## src/hdl/mss_defines.svh

```systemverilog
// Constants for the media scan scheduler: times, offsets, bit positions
`ifndef MSS_DEFINES_SVH
`define MSS_DEFINES_SVH
// Times in milliseconds, counted in millisecond ticks; the pre-scan limit and hours ceiling are in power-on hours
`define MSS_START_FIRST_MS 10'h005
`define MSS_START_LATER_MS 10'h1F4
`define MSS_START_NOW_MS 10'h000
`define MSS_BURST_MS 10'h320
`define MSS_SUSP_MS 10'h064
`define MSS_OVH_MS 10'h001
`define MSS_IDLE_MAX_MS 10'h3FF
`define MSS_PRESCAN_HOURS 5'h18
`define MSS_HOURS_MAX 5'h1F
// Register offsets
`define MSS_OFF_CTRL 8'h00
`define MSS_OFF_STATUS 8'h04
`define MSS_OFF_SCANPTR 8'h08
`define MSS_OFF_LOGLBA 8'h0C
`define MSS_OFF_ISTAT 8'h10
`define MSS_OFF_IMASK 8'h14
// Control bits
`define MSS_C_SCAN_EN 0
`define MSS_C_AUTO_READ_REALLOCATE_ENABLE 2
`define MSS_C_AUTO_WRITE_REALLOCATE_ENABLE 3
`define MSS_C_RC 4
`define MSS_C_IDLE_VERIFY_AFTER_WRITE_EN 5
`define MSS_C_PRESCAN 1
`define MSS_C_FIRST_DONE 6
`define MSS_CTRL_W 6
`define MSS_CTRL_RST 6'h2D
// Interrupt event bits
`define MSS_EV_PASS 0
`define MSS_EV_LOG 1
`define MSS_EV_PRE_TO 2
`define MSS_EV_DAR_ERR 3
`define MSS_EV_REMAP 4
`define MSS_EV_W 5
`define MSS_EV_ZERO 5'h00
`endif

```

## src/hdl/mss_pkg.sv

```systemverilog
// Types for the media scan scheduler
package mss_pkg;
  typedef enum logic [2:0] {
    MSS_S_INIT = 3'h0,
    MSS_S_IDLE = 3'h1,
    MSS_S_READ = 3'h2,
    MSS_S_SUSP = 3'h3,
    MSS_S_RET = 3'h4
  } mss_state_t;
  typedef enum logic [1:0] {
    MSS_RD_OK = 2'h0,
    MSS_RD_RECOVERED = 2'h1,
    MSS_RD_UNREADABLE = 2'h2
  } mss_rd_stat_t;
endpackage : mss_pkg

```

## src/hdl/mss_scheduler.sv

```systemverilog
// Idle-time media scan, pre-scan, deferred reallocation and read-back scheduler
//
// Notes on behaviour
// Idle drive scans whole media sequentially
// First scan starts after 5 ms idle
// Later scans start after 500 ms idle
// Scan bursts 800 ms, then 100 ms pause
// Host command stops scan read at once
// Own error recovery finishes before host
// Only first interrupting command pays 1 ms
// Scan errors logged or reallocated per enables
// Pre-scan enabled out of reset
// Pre-scan: unscanned writes become write-verify
// Pre-scan: scanning starts immediately when idle
// Pre-scan off after 24 power-on hours
// Unreadable drive reads mark deferred reallocation
// Marked write: rewrite, verify, remap on fail
// Both enables clear: error sense, no realloc
// Idle read-back compares against buffered write data
// Read-back mismatch: rewrite, verify, remap
// Reallocation needs enable set, continuous-read clear
// Idle only without host command; restart timer
//
// Our own choices: the register offsets and the AHB-Lite interface to the registers.
`timescale 1ns/100ps
`include "mss_defines.svh"
module mss_scheduler import mss_pkg::*; #(
  parameter int LBA_W = 10,
  parameter int CLK_HZ = 20000000,
  parameter int CYC_PER_MS = CLK_HZ / 1000,
  parameter int MS_PER_HOUR = 3600000
) (
  // Clock and reset
  input wire logic MCLK_I,
  input wire logic SRST_I,
  // AHB-Lite slave
  input wire logic HSEL_I,
  input wire logic [31:0] HADDR_I,
  input wire logic [1:0] HTRANS_I,
  input wire logic HWRITE_I,
  input wire logic [2:0] HSIZE_I,
  input wire logic [31:0] HWDATA_I,
  input wire logic HREADY_I,
  output logic [31:0] HRDATA_O,
  output logic HREADYOUT_O,
  output logic HRESP_O,
  output logic INT_O,
  // Host command path
  input wire logic HOST_BUSY_I,
  output logic HOST_GO_O,
  input wire logic WR_CMD_I,
  input wire logic [LBA_W-1:0] WR_LBA_I,
  output logic WR_DONE_O,
  output logic WR_VERIFY_O,
  output logic WR_DAR_O,
  output logic WR_ERR_O,
  input wire logic HOST_RD_BAD_I,
  input wire logic [LBA_W-1:0] HOST_RD_LBA_I,
  // Media channel
  output logic MED_RD_REQ_O,
  output logic [LBA_W-1:0] MED_LBA_O,
  input wire logic MED_RD_DONE_I,
  input wire logic [1:0] MED_RD_STAT_I,
  input wire logic MED_RECOV_I,
  input wire logic VFY_FAIL_I,
  input wire logic [LBA_W-1:0] VFY_LBA_I,
  output logic REMAP_O,
  output logic [LBA_W-1:0] REMAP_LBA_O,
  // Idle read-back
  input wire logic IDLE_VERIFY_AFTER_WRITE_PEND_I,
  output logic IDLE_VERIFY_AFTER_WRITE_RD_O,
  input wire logic IDLE_VERIFY_AFTER_WRITE_DONE_I,
  input wire logic IDLE_VERIFY_AFTER_WRITE_MISMATCH_I,
  input wire logic [LBA_W-1:0] IDLE_VERIFY_AFTER_WRITE_LBA_I,
  output logic RWR_O,
  output logic [LBA_W-1:0] RWR_LBA_O
);
  ////////////////////////////////////////////////////////////////////////////////
  function automatic logic mss_hit(input logic [7:0] a, input logic [7:0] off);
    mss_hit = (a[7:2] == off[7:2]);
  endfunction : mss_hit

  mss_state_t state, next_state;
  logic [`MSS_CTRL_W-1:0] ctrl;
  logic prescan, first_done;
  logic [14:0] pre_ms;
  logic ms_tick;
  logic [21:0] pre_hr;
  logic [4:0] hours;
  logic [9:0] tmr, idle_ms, start_dly;
  logic [LBA_W-1:0] scan_ptr, init_cnt, log_lba, wr_lba_p1;
  logic wr_p1, mark, wr_scanned, rd_ok, wr_ok;
  logic scan_done, scan_bad, scan_realloc;
  logic [`MSS_EV_W-1:0] istat, imask, ev;
  logic a_wr, a_rd;
  logic [7:0] a_addr;
  logic mem_we, mem_wd;
  logic [LBA_W-1:0] mem_wa;
  logic [31:0] rd_mux;

  assign rd_ok = ctrl[`MSS_C_AUTO_READ_REALLOCATE_ENABLE] & ~ctrl[`MSS_C_RC];
  assign wr_ok = ctrl[`MSS_C_AUTO_WRITE_REALLOCATE_ENABLE] & ~ctrl[`MSS_C_RC];

  ////////////////////////////////////////////////////////////////////////////////
  // Millisecond tick enable
  always_ff @(posedge MCLK_I) begin
    if (SRST_I || ms_tick) begin
      pre_ms <= 15'h0000;
    end else begin
      pre_ms <= pre_ms + 15'h0001;
    end
  end
  assign ms_tick = (pre_ms == 15'(CYC_PER_MS - 1));

  // Power-on hours, saturating
  always_ff @(posedge MCLK_I) begin
    if (SRST_I) begin
      pre_hr <= 22'h000000;
      hours <= 5'h00;
    end else if (ms_tick) begin
      if (pre_hr == 22'(MS_PER_HOUR - 1)) begin
        pre_hr <= 22'h000000;
        if (hours != `MSS_HOURS_MAX) begin
          hours <= hours + 5'h01;
        end
      end else begin
        pre_hr <= pre_hr + 22'h000001;
      end
    end
  end

  // Idle timer, cleared by any host command
  always_ff @(posedge MCLK_I) begin
    if (SRST_I || HOST_BUSY_I) begin
      idle_ms <= 10'h000;
    end else if (ms_tick && idle_ms != `MSS_IDLE_MAX_MS) begin
      idle_ms <= idle_ms + 10'h001;
    end
  end

  // Idle start delay selection
  always_comb begin
    if (prescan) begin
      start_dly = `MSS_START_NOW_MS;
    end else if (first_done) begin
      start_dly = `MSS_START_LATER_MS;
    end else begin
      start_dly = `MSS_START_FIRST_MS;
    end
  end

  ////////////////////////////////////////////////////////////////////////////////
  // Scan state machine
  always_comb begin
    next_state = state;
    case (state)
      MSS_S_INIT: begin
        if (init_cnt == {LBA_W{1'b1}}) next_state = MSS_S_IDLE;
      end
      MSS_S_IDLE: begin
        if (ctrl[`MSS_C_SCAN_EN] && !HOST_BUSY_I && idle_ms >= start_dly) begin
          next_state = MSS_S_READ;
        end
      end
      MSS_S_READ: begin
        if (MED_RECOV_I) begin
          next_state = MSS_S_READ;
        end else if (HOST_BUSY_I) begin
          next_state = MSS_S_RET;
        end else if (scan_done && scan_ptr == {LBA_W{1'b1}}) begin
          next_state = MSS_S_IDLE;
        end else if (tmr >= `MSS_BURST_MS || !ctrl[`MSS_C_SCAN_EN]) begin
          next_state = MSS_S_SUSP;
        end
      end
      MSS_S_SUSP: begin
        if (HOST_BUSY_I || !ctrl[`MSS_C_SCAN_EN]) begin
          next_state = MSS_S_IDLE;
        end else if (tmr >= `MSS_SUSP_MS) begin
          next_state = MSS_S_READ;
        end
      end
      MSS_S_RET: begin
        if (tmr >= `MSS_OVH_MS) next_state = MSS_S_IDLE;
      end
      default: next_state = MSS_S_IDLE;
    endcase
  end

  // State register
  always_ff @(posedge MCLK_I) begin
    if (SRST_I) begin
      state <= MSS_S_INIT;
    end else begin
      state <= next_state;
    end
  end

  // Time in state, in ms
  always_ff @(posedge MCLK_I) begin
    if (SRST_I || next_state != state) begin
      tmr <= 10'h000;
    end else if (ms_tick && tmr != `MSS_IDLE_MAX_MS) begin
      tmr <= tmr + 10'h001;
    end
  end

  // Mark memory clearing sweep after reset
  always_ff @(posedge MCLK_I) begin
    if (SRST_I) begin
      init_cnt <= '0;
    end else if (state == MSS_S_INIT) begin
      init_cnt <= init_cnt + {{(LBA_W-1){1'b0}}, 1'b1};
    end
  end

  // Handshakes toward host path, media and read-back engine
  assign HOST_GO_O = HOST_BUSY_I && state != MSS_S_READ && state != MSS_S_RET
                     && state != MSS_S_INIT;
  assign MED_RD_REQ_O = (state == MSS_S_READ) && (!HOST_BUSY_I || MED_RECOV_I);
  assign MED_LBA_O = scan_ptr;
  assign IDLE_VERIFY_AFTER_WRITE_RD_O = ctrl[`MSS_C_IDLE_VERIFY_AFTER_WRITE_EN] && IDLE_VERIFY_AFTER_WRITE_PEND_I && !HOST_BUSY_I
                     && (state == MSS_S_IDLE || state == MSS_S_SUSP);

  ////////////////////////////////////////////////////////////////////////////////
  // Scan progress
  assign scan_done = (state == MSS_S_READ) && MED_RD_DONE_I && MED_RD_REQ_O;
  assign scan_bad = scan_done && (MED_RD_STAT_I != MSS_RD_OK);
  assign scan_realloc = scan_bad && rd_ok;

  always_ff @(posedge MCLK_I) begin
    if (SRST_I) begin
      scan_ptr <= '0;
    end else if (scan_done) begin
      scan_ptr <= scan_ptr + {{(LBA_W-1){1'b0}}, 1'b1};
    end
  end

  // Last failing scan site, for software
  always_ff @(posedge MCLK_I) begin
    if (SRST_I) begin
      log_lba <= '0;
    end else if (scan_bad) begin
      log_lba <= scan_ptr;
    end
  end

  // First pass flag and pre-scan enable
  always_ff @(posedge MCLK_I) begin
    if (SRST_I) begin
      prescan <= 1'b1;
      first_done <= 1'b0;
    end else begin
      if (scan_done && scan_ptr == {LBA_W{1'b1}}) begin
        first_done <= 1'b1;
        prescan <= 1'b0;
      end else if (prescan && hours >= `MSS_PRESCAN_HOURS) begin
        prescan <= 1'b0;
      end else if (a_wr && mss_hit(a_addr, `MSS_OFF_CTRL)) begin
        prescan <= HWDATA_I[`MSS_C_PRESCAN];
        first_done <= HWDATA_I[`MSS_C_FIRST_DONE];
      end
    end
  end

  ////////////////////////////////////////////////////////////////////////////////
  // Mark memory write selection
  always_comb begin
    mem_we = 1'b1;
    mem_wa = scan_ptr;
    mem_wd = 1'b1;
    if (state == MSS_S_INIT) begin
      mem_wa = init_cnt;
      mem_wd = 1'b0;
    end else if (wr_p1 && mark && (rd_ok || wr_ok)) begin
      mem_wa = wr_lba_p1;
      mem_wd = 1'b0;
    end else if (scan_done && MED_RD_STAT_I == MSS_RD_UNREADABLE && !rd_ok) begin
      mem_wa = scan_ptr;
    end else if (HOST_RD_BAD_I) begin
      mem_wa = HOST_RD_LBA_I;
    end else begin
      mem_we = 1'b0;
    end
  end

  mss_mem #(.AW(LBA_W), .DW(1)) u_marks (
    .clk_i(MCLK_I),
    .we_i(mem_we),
    .waddr_i(mem_wa),
    .wdata_i(mem_wd),
    .re_i(WR_CMD_I),
    .raddr_i(WR_LBA_I),
    .rdata_o(mark)
  );

  // Write lookup pipeline
  always_ff @(posedge MCLK_I) begin
    if (SRST_I) begin
      wr_p1 <= 1'b0;
      wr_lba_p1 <= '0;
    end else begin
      wr_p1 <= WR_CMD_I;
      wr_lba_p1 <= WR_LBA_I;
    end
  end
  assign wr_scanned = first_done || (wr_lba_p1 < scan_ptr);

  // Write disposition
  always_ff @(posedge MCLK_I) begin
    if (SRST_I) begin
      WR_DONE_O <= 1'b0;
      WR_VERIFY_O <= 1'b0;
      WR_DAR_O <= 1'b0;
      WR_ERR_O <= 1'b0;
    end else begin
      WR_DONE_O <= wr_p1;
      WR_DAR_O <= wr_p1 && mark && (rd_ok || wr_ok);
      WR_ERR_O <= wr_p1 && mark && !ctrl[`MSS_C_AUTO_READ_REALLOCATE_ENABLE] && !ctrl[`MSS_C_AUTO_WRITE_REALLOCATE_ENABLE];
      WR_VERIFY_O <= wr_p1 && ((prescan && !wr_scanned) || (mark && (rd_ok || wr_ok)));
    end
  end

  // Remap and rewrite requests
  always_ff @(posedge MCLK_I) begin
    if (SRST_I) begin
      REMAP_O <= 1'b0;
      REMAP_LBA_O <= '0;
      RWR_O <= 1'b0;
      RWR_LBA_O <= '0;
    end else begin
      REMAP_O <= (VFY_FAIL_I && wr_ok) || scan_realloc;
      if (VFY_FAIL_I && wr_ok) begin
        REMAP_LBA_O <= VFY_LBA_I;
      end else if (scan_realloc) begin
        REMAP_LBA_O <= scan_ptr;
      end
      RWR_O <= IDLE_VERIFY_AFTER_WRITE_DONE_I && IDLE_VERIFY_AFTER_WRITE_MISMATCH_I;
      RWR_LBA_O <= IDLE_VERIFY_AFTER_WRITE_LBA_I;
    end
  end

  ////////////////////////////////////////////////////////////////////////////////
  // AHB-Lite address phase capture
  always_ff @(posedge MCLK_I) begin
    if (SRST_I) begin
      a_wr <= 1'b0;
      a_rd <= 1'b0;
      a_addr <= 8'h00;
    end else if (HREADY_I) begin
      a_wr <= HSEL_I && HTRANS_I[1] && HWRITE_I;
      a_rd <= HSEL_I && HTRANS_I[1] && !HWRITE_I;
      a_addr <= HADDR_I[7:0];
    end
  end

  // Static control bits
  always_ff @(posedge MCLK_I) begin
    if (SRST_I) begin
      ctrl <= `MSS_CTRL_RST;
    end else if (a_wr && mss_hit(a_addr, `MSS_OFF_CTRL)) begin
      ctrl <= HWDATA_I[`MSS_CTRL_W-1:0];
    end
  end

  // Events, sticky status, mask
  assign ev = {REMAP_O, WR_ERR_O, prescan && hours >= `MSS_PRESCAN_HOURS,
               scan_bad && !rd_ok, scan_done && scan_ptr == {LBA_W{1'b1}}};
  always_ff @(posedge MCLK_I) begin
    if (SRST_I) begin
      istat <= `MSS_EV_ZERO;
      imask <= `MSS_EV_ZERO;
    end else begin
      if (a_wr && mss_hit(a_addr, `MSS_OFF_ISTAT)) begin
        istat <= (istat & ~HWDATA_I[`MSS_EV_W-1:0]) | ev;
      end else begin
        istat <= istat | ev;
      end
      if (a_wr && mss_hit(a_addr, `MSS_OFF_IMASK)) begin
        imask <= HWDATA_I[`MSS_EV_W-1:0];
      end
    end
  end
  assign INT_O = |(istat & imask);

  // Read data multiplexer
  always_comb begin
    rd_mux = 32'h00000000;
    if (mss_hit(HADDR_I[7:0], `MSS_OFF_CTRL)) begin
      rd_mux[`MSS_CTRL_W-1:0] = ctrl;
      rd_mux[`MSS_C_PRESCAN] = prescan;
      rd_mux[`MSS_C_FIRST_DONE] = first_done;
    end else if (mss_hit(HADDR_I[7:0], `MSS_OFF_STATUS)) begin
      rd_mux[2:0] = state;
      rd_mux[3] = prescan;
      rd_mux[4] = first_done;
      rd_mux[12:8] = hours;
    end else if (mss_hit(HADDR_I[7:0], `MSS_OFF_SCANPTR)) begin
      rd_mux[LBA_W-1:0] = scan_ptr;
    end else if (mss_hit(HADDR_I[7:0], `MSS_OFF_LOGLBA)) begin
      rd_mux[LBA_W-1:0] = log_lba;
    end else if (mss_hit(HADDR_I[7:0], `MSS_OFF_ISTAT)) begin
      rd_mux[`MSS_EV_W-1:0] = istat;
    end else if (mss_hit(HADDR_I[7:0], `MSS_OFF_IMASK)) begin
      rd_mux[`MSS_EV_W-1:0] = imask;
    end
  end

  // Read data register, loaded in the address phase
  always_ff @(posedge MCLK_I) begin
    if (SRST_I) begin
      HRDATA_O <= 32'h00000000;
    end else if (HREADY_I && HSEL_I && HTRANS_I[1] && !HWRITE_I) begin
      HRDATA_O <= rd_mux;
    end
  end
  assign HREADYOUT_O = 1'b1;
  assign HRESP_O = 1'b0;
endmodule : mss_scheduler

```

## src/hdl/mss_mem.sv

```systemverilog
// Block mark memory with registered read data
`timescale 1ns/100ps
module mss_mem #(
  parameter int AW = 10,
  parameter int DW = 1
) (
  // Clock
  input wire logic clk_i,
  // Write port
  input wire logic we_i,
  input wire logic [AW-1:0] waddr_i,
  input wire logic [DW-1:0] wdata_i,
  // Read port
  input wire logic re_i,
  input wire logic [AW-1:0] raddr_i,
  output logic [DW-1:0] rdata_o
);
  logic [DW-1:0] mem [0:(1<<AW)-1];

  // Write
  always_ff @(posedge clk_i) begin
    if (we_i) begin
      mem[waddr_i] <= wdata_i;
    end
  end

  // Registered read
  always_ff @(posedge clk_i) begin
    if (re_i) begin
      rdata_o <= mem[raddr_i];
    end
  end
endmodule : mss_mem

```

## config.mk

```make
export PLATFORM = sky130hd
export DESIGN_NAME = mss_scheduler
export DESIGN_NICKNAME = d
export VERILOG_FILES = /design/src/hdl/mss_pkg.sv /design/src/hdl/mss_scheduler.sv /design/src/hdl/mss_mem.sv
export VERILOG_INCLUDE_DIRS = /design/src /design/src/hdl
export SDC_FILE = /design/constraint.sdc
export NUM_CORES = 2
export LEC_CHECK = 0
export BUFFER_PORTS_ARGS = -buffer_cell sky130_fd_sc_hd__buf_2
export CAP_MARGIN = 0
export CELL_PAD_IN_SITES_DETAIL_PLACEMENT = 1
export CELL_PAD_IN_SITES_GLOBAL_PLACEMENT = 2
export CORE_MARGIN = 2
export CORE_UTILIZATION = 44
export CTS_CLUSTER_DIAMETER = 120
export DETAILED_ROUTE_END_ITERATION = 8
export PLACE_DENSITY = 0.89
export SYNTH_ARGS = -nofsm -noshare
export SYNTH_HDL_FRONTEND = slang
export SYNTH_SLANG_ARGS = --single-unit
```

## constraint.sdc

```tcl
create_clock -name MCLK_I -period 10.9 [get_ports MCLK_I]
set_input_delay 2.18 -clock MCLK_I [delete_from_list [all_inputs] [get_ports MCLK_I]]
set_output_delay 2.18 -clock MCLK_I [all_outputs]
set_load 0.03 [all_outputs]
```

* Yosys cells after proc, flatten, opt, wreduce, memory -nomap -nowiden
Memory sizes are Yosys's and may differ from the RTL's. A register that Yosys moved wholly into a read port is not among the register bits.
Cells that the tools add are included.
** Storage, ports and cells
- Register bits after elaboration :: 172
- Memory bits (writable) :: 1024
- Bits of input ports :: 125
- Output and inout bits :: 74
- Logic and storage cells :: 183
- Memories kept :: 1
** Cells by class
- Add/sub/neg operators :: 7
- Magnitude comparators :: 6
- Equal/unequal tests :: 23
- Muxes and demuxes :: 45
- Bitwise logic cells :: 8
- Reduce and logical (&&, ||, !) cells :: 66
** Memories
- u_marks.mem :: words 1024, width 1, read ports 1, clocked after memory_dff 1, write ports 1, RTL line mss_mem.sv:18 : logic [DW-1:0] mem [0:(1<<AW)-1];
** Operators by type and width (number)
- $mux W10 :: 7
- $add A10 B1 Y10 const B :: 4
- $logic_and A1 B1 Y1 :: 37
- $mux W3 :: 11
- $mux W5 :: 6
- $eq A6 B3 Y1 const B :: 4
- $add A22 B1 Y22 const B :: 1
- $eq A22 B22 Y1 const B :: 1
- $mux W22 :: 1
- $eq A10 B10 Y1 const B :: 2
- $ne A10 B10 Y1 const B :: 2
- $mux W9 :: 2
- $add A15 B1 Y15 const B :: 1
- $eq A15 B15 Y1 const B :: 1
- $pmux W3 S5 :: 1
- $mux W1 :: 14
- $eq A6 B2 Y1 const B :: 2
- $logic_not A6 Y1 :: 2
- $logic_or A1 B1 Y1 :: 11
- $and A5 B5 Y5 :: 2
- $ge A10 B1 Y1 const B :: 1
- $ge A10 B10 Y1 :: 1
- $ge A10 B10 Y1 const B :: 1
- $ge A10 B7 Y1 const B :: 1
- other kinds (27) :: 39

* Longest topological paths before layout
- Depth after elaboration :: 11
- Mapped depth :: 15

* Hierarchy
Synthesis repeated with hierarchy kept, for this count alone.
** Second synthesis, totals
- Cells, all modules :: 4066
- Area total of the unflattened synthesis :: 52992.1 µm²
** Modules (own cells, without submodules)
- mss_mem :: times used 1, cells an instance 3112, area an instance 44666.6 µm², sequential area each 30779.5 µm²
- mss_scheduler :: times used 1, cells an instance 954, area an instance 8325.5 µm², sequential area each 3383.2 µm²

* Least setup slack after synthesis
OpenSTA, ideal clock, no wires.
- Path kind :: reg2reg
- Start point :: register state[0]
- End point :: memory u_marks.mem[0], enable pin
- Setup time :: 0.300 ns
- Data arrival time :: 9.009 ns
- Required time :: 10.600 ns
- Path slack :: 1.591 ns
- Stages on the path, launching flop included :: 12
- Path through :: dfxtp_1 buf_2 or3_1 buf_2 nand2_1 buf_2 inv_2 a21oi_2 nor3_1 nand2_1 clkbuf_1 nor2_1
** On the way
- Cells in the longest elaborated chain, start to end :: 10
- Elaborated cells on any way between the ends :: 15
- Those cells by class :: 1 x eq/ne; 8 x mux; 6 x reduce/logical
** RTL lines
- start, declared :: RTL line mss_scheduler.sv:83 : mss_state_t state, next_state;
- start signal, assigned :: RTL line mss_scheduler.sv:195 : state <= next_state;
- $eq A3 B2 Y1 :: RTL line mss_scheduler.sv:220, mss_scheduler.sv:227
- $logic_and A1 B1 Y1 (on tied branches) :: RTL line mss_scheduler.sv:227, mss_scheduler.sv:220
- $logic_and A1 B1 Y1 :: RTL line mss_scheduler.sv:227 : assign scan_done = (state == MSS_S_READ) && MED_RD_DONE_I && MED_RD_REQ_O;
- $logic_and A1 B1 Y1 (2 in a row) :: RTL line mss_scheduler.sv:278 : end else if (scan_done && MED_RD_STAT_I == MSS_RD_UNREADABLE && !rd_ok) begin
- $mux W1 :: RTL line mss_scheduler.sv:278
- $mux W1 :: RTL line mss_scheduler.sv:275 : end else if (wr_p1 && mark && (rd_ok || wr_ok)) begin
- $mux W1 :: RTL line mss_scheduler.sv:272 : if (state == MSS_S_INIT) begin
- $mux W1 :: RTL line mss_mem.sv:22 : if (we_i) begin
- $mux W1 (implied by the code) :: RTL line mss_mem.sv:23 : mem[waddr_i] <= wdata_i;
- end, declared :: RTL line mss_mem.sv:18
Several ways; a longest one is shown, not always the timed one.

* Final worst setup path
- Start point :: input HOST_BUSY_I
- End point :: memory u_marks.mem[491], enable pin
** On the way
- Cells in the longest elaborated chain, start to end :: 11
- Elaborated cells on any way between the ends :: 14
- Those cells by class :: 8 x mux; 6 x reduce/logical
** RTL lines
- start, declared :: RTL line mss_scheduler.sv:49 : input wire logic HOST_BUSY_I,
- $logic_not A1 Y1 * :: RTL line mss_scheduler.sv:220 : assign MED_RD_REQ_O = (state == MSS_S_READ) && (!HOST_BUSY_I || MED_RECOV_I);
- $logic_or A1 B1 Y1 * :: RTL line mss_scheduler.sv:220
- $logic_and A1 B1 Y1 * :: RTL line mss_scheduler.sv:220
- $logic_and A1 B1 Y1 * :: RTL line mss_scheduler.sv:227
- $logic_and A1 B1 Y1 * (2 in a row) :: RTL line mss_scheduler.sv:278
- $mux W1 :: RTL line mss_scheduler.sv:278
- $mux W1 :: RTL line mss_scheduler.sv:275
- $mux W1 :: RTL line mss_scheduler.sv:272
- $mux W1 :: RTL line mss_mem.sv:22
- $mux W1 (implied by the code) :: RTL line mss_mem.sv:23
Mark *: on every way between the ends. The rest lies on a longest branch, timed or not.

==> impl_results.md <==
* Initial antenna violation count at 6
* CP Launch Type: primary input
* GRT Resource Usage Total at 0.252
* Vias per cell at 6.00
* Synth Flop Type: edfxtp_1
* Maxcap violations at 0
* Async S/R FF share, synth at 0
* Synth area leaders: edfxtp_1 59%, mux4_2 9.3%, nor2_1 8.5%
* Layout Area Growth over Synthesis at 10.9%
* Num Clock Sinks at 1,194
* Slew Viols, Final at 0
* Cell count of the worst reg-to-reg path at 6
* Mux contribution to synthesized area at 0.126
* CTS Buffer Depth at 3
* Skew final at 0.0266 ns
* Clock share of power at 0.447
* Endpoints failing setup at 0
* TritonCTS Buffers at 131
* Largest net degree at the start of global routing at 156
* Synthesized flop and latch total at 1,194
* Fillers at 11,900
* Final hold vios at 0
* Number of flops mapped to enable cells by yosys at 1,025
* H-tree depth at 4
* Setup TNS at 0 ns
* Max Freq at 0.156 GHz
* Worst Hold Path Cells at 2
* Pwr per Cell Area at 166 mW/mm^2
* HP Class: flip-flop to flip-flop
* Synth Warn # at 0
* Post-Syn Instances at 4,038
* Vias in the first global route at 34,900
* Crit end category: flip-flop
* FF/Latch Area at 0.0342 sq mm
* Max FO, Critical Path at 32
* Sw frac at 0.221
* CTS tree: built
* Die Width at 350 um
* Busiest grt layer: met2
* Routed WL per cell at 27.2 um
* Final WL at 155,000 um
* Cell Int Power at 0.00755 W
* Post-cts sizing count at 0
* Unrepaired setup endpoints after global routing: no
* Rows at 126
* Sequential area share after synthesis at 0.650
* Final ANT Viol Nets at 0
* Routability cong. at 0.771
* Placed inst area at 0.0541 sq mm
* Synth Area in Compound Gates at 0.0407
* Grt met3 use at 0.0450
* Worst skew pair latency at 0.76 ns
* Clk slew on worst S/H paths at 0.06 ns
* Syn_area_per_cell at 13.0 sq um
* Net Sw Power at 0.00214 W
* CP Data Required Time at 11.32 ns
* Synth cell count leaders: 1,195 x nor2_1, 1,025 x edfxtp_1, 222 x nand2_1
* Comb power frac at 0.046
* Fin crit share at 0.588
* Hold Worst Slack at 0.450 ns
* Clock root buffer: clkbuf_16
* Hold Buf Count CTS at 0
* Core area at 0.118 sq mm
* Power after layout at 0.00970 W
* Port buffer count at 122
* Top Ports at 199
* Die Y at 350 um
* Dpl hpwl at 84,300 um
* Post-layout utilization of the core at 0.493
* Simple-gate area share of the yosys netlist at 0.132
* Largest family of logic cells by synthesized area: simple AND/OR/NAND/NOR gates
* Total grt overflow at 0
* Peak VDD IR at 141 uV
* DR iter-0 viols at 3,884
* GR Layer Usage met2 at 0.416
* Via count at 34,100
* Starting Density at 0.444
* Residual DRC at 0
* WP data arrival at 6.83 ns
* Most common cell in the synthesized netlist: nor2_1
* Largest area contributor in the netlist: edfxtp_1
* Normalized max-slew margin at 0.174
* Met1 Use GR at 0.335
* Synth Area in XOR/XNOR at 0.0112
* Post-CTS setup buffers at 0
* Die Area at 0.122 sq mm
* Pre-antenna DRT Iters at 5
* Lkg Pwr at 18.8 nW
* Mapped Area at 0.0525 sq mm
* Multi-input gate area at 0.0168 sq mm
* Crit Path Class: primary input to flip-flop
* Adder-Cell Fraction of Synth Area at 0.00643
* Yosys top cell area share at 0.586
* Cell area after layout at 0.0583 sq mm
* Status: finished, final reports clean
* Layout cell share with drive strength beyond 1 at 0.156
* Worst slew pin tran at 1.24 ns
* Final Critical Period at 6.41 ns
* Yosys cell types at 71
* First-pass GRT wire length at 228,000 um
* Sequential power share at 0.506
* Nets at 4,186
[final timing paths]
kind / slack (ns) / to / start
worst max-delay path: 4.49 / u_marks.mem[491] / HOST_BUSY_I
worst min-delay path: 0.45 / HRDATA_O[7] / HRDATA_O[7]
worst max register to register: 4.97 / u_marks.mem[234] / state[1]
worst min register to register: 0.45 / HRDATA_O[7] / HRDATA_O[7]
[critical path, cell delays in order]
cell      delay, ns
buf_2          0.17
nand2b_1       0.18
nand3_2        0.15
o21ai_1        0.91
mux2i_1        0.33
mux2i_1        0.67
nand2_1        0.16
nor2_1         0.71
nand2_1        0.93
nor2_1         0.40
[layer usage]
| layer | vias to the layer above | routed length (um) |
|---|---|---|
| met5 | - | 41 |
| met4 | 6 | 5500 |
| met3 | 319 | 13100 |
| met2 | 1526 | 74400 |
| met1 | 17600 | 61600 |
| li1 | 14600 | - |
[layout by cell type, fill, tap and decap left out, types with 11 or more instances in the layout]
cell / instances
ha_1: 27
clkbuf_1: 32
dfxtp_1: 169
nand2b_1: 15
nor4_1: 11
and3_1: 32
or3_1: 12
conb_1: 21
buf_2: 119
clkinv_2: 16
xor2_1: 45
nand3_1: 39
nor2_1: 1195
a211oi_1: 24
inv_1: 19
xnor2_1: 22
mux2i_1: 169
o22ai_1: 33
nor2b_1: 37
edfxtp_1: 1025
nor3_1: 32
clkbuf_16: 135
a21oi_1: 80
clkinv_1: 29
mux4_2: 216
nand2_2: 30
o21ai_0: 33
nand2_1: 192
buf_4: 70
o221ai_1: 48
a22oi_1: 27
nand4_1: 29
[logic make-up (layout without fill, tap and decap cells)]
logic type                 count (synthesis)  count (layout)
AOI/OAI and AO/OA                        313             313
xor gates and xnor gates                  67              67
adders and majority gates                 27              27
buffers and inverters                    371             453
DFF                                     1194            1194
muxes                                    391             391
other                                      2              22
and+or+nand+nor                         1673            1673
[layout make-up]
class	count	area share
flip-flops and latches	1194	0.586
well taps	1536	0.0330
repair buffers	192	0.0201
inverters	23	0.00161
clock buffers	171	0.0610
diodes	1	0.0000429
clock inverters	67	0.00992
multi-input cells	2492	0.288
[stage by stage]
step | std cells | worst slack [ns]
floorplan | 4057 | 1.59
global placement | 5437 | 3.98
detailed placement | 5437 | 3.86
CTS | 5675 | 4.64
global route | 5675 | 4.32
finish | 5676 | 4.49
[power by group through the flow]
stage | Sequential, W | Clock, W | Combinational, W
floorplan | 0.00502 | 0 | 0.000291
global placement | 0.00501 | 0 | 0.000436
detailed placement | 0.00501 | 0 | 0.000446
CTS | 0.00491 | 0.00440 | 0.000449
global route | 0.00491 | 0.00456 | 0.000475
finish | 0.00491 | 0.00434 | 0.000451
[registers in the layout, summed over array words and instances, names as in the netlist, 3 cells and up]
| register | count |
|---|---|
| hours | 5 |
| istat | 5 |
| tmr | 10 |
| REMAP_LBA_O | 10 |
| pre_hr | 22 |
| pre_ms | 15 |
| state | 3 |
| MED_LBA_O | 10 |
| u_marks.mem | 1024 |
| RWR_LBA_O | 10 |
| ctrl | 5 |
| a_addr | 6 |
| wr_lba_p1 | 10 |
| imask | 5 |
| idle_ms | 10 |
| HRDATA_O | 13 |
| log_lba | 10 |
| init_cnt | 10 |
Power figures use the tool's default switching activity.
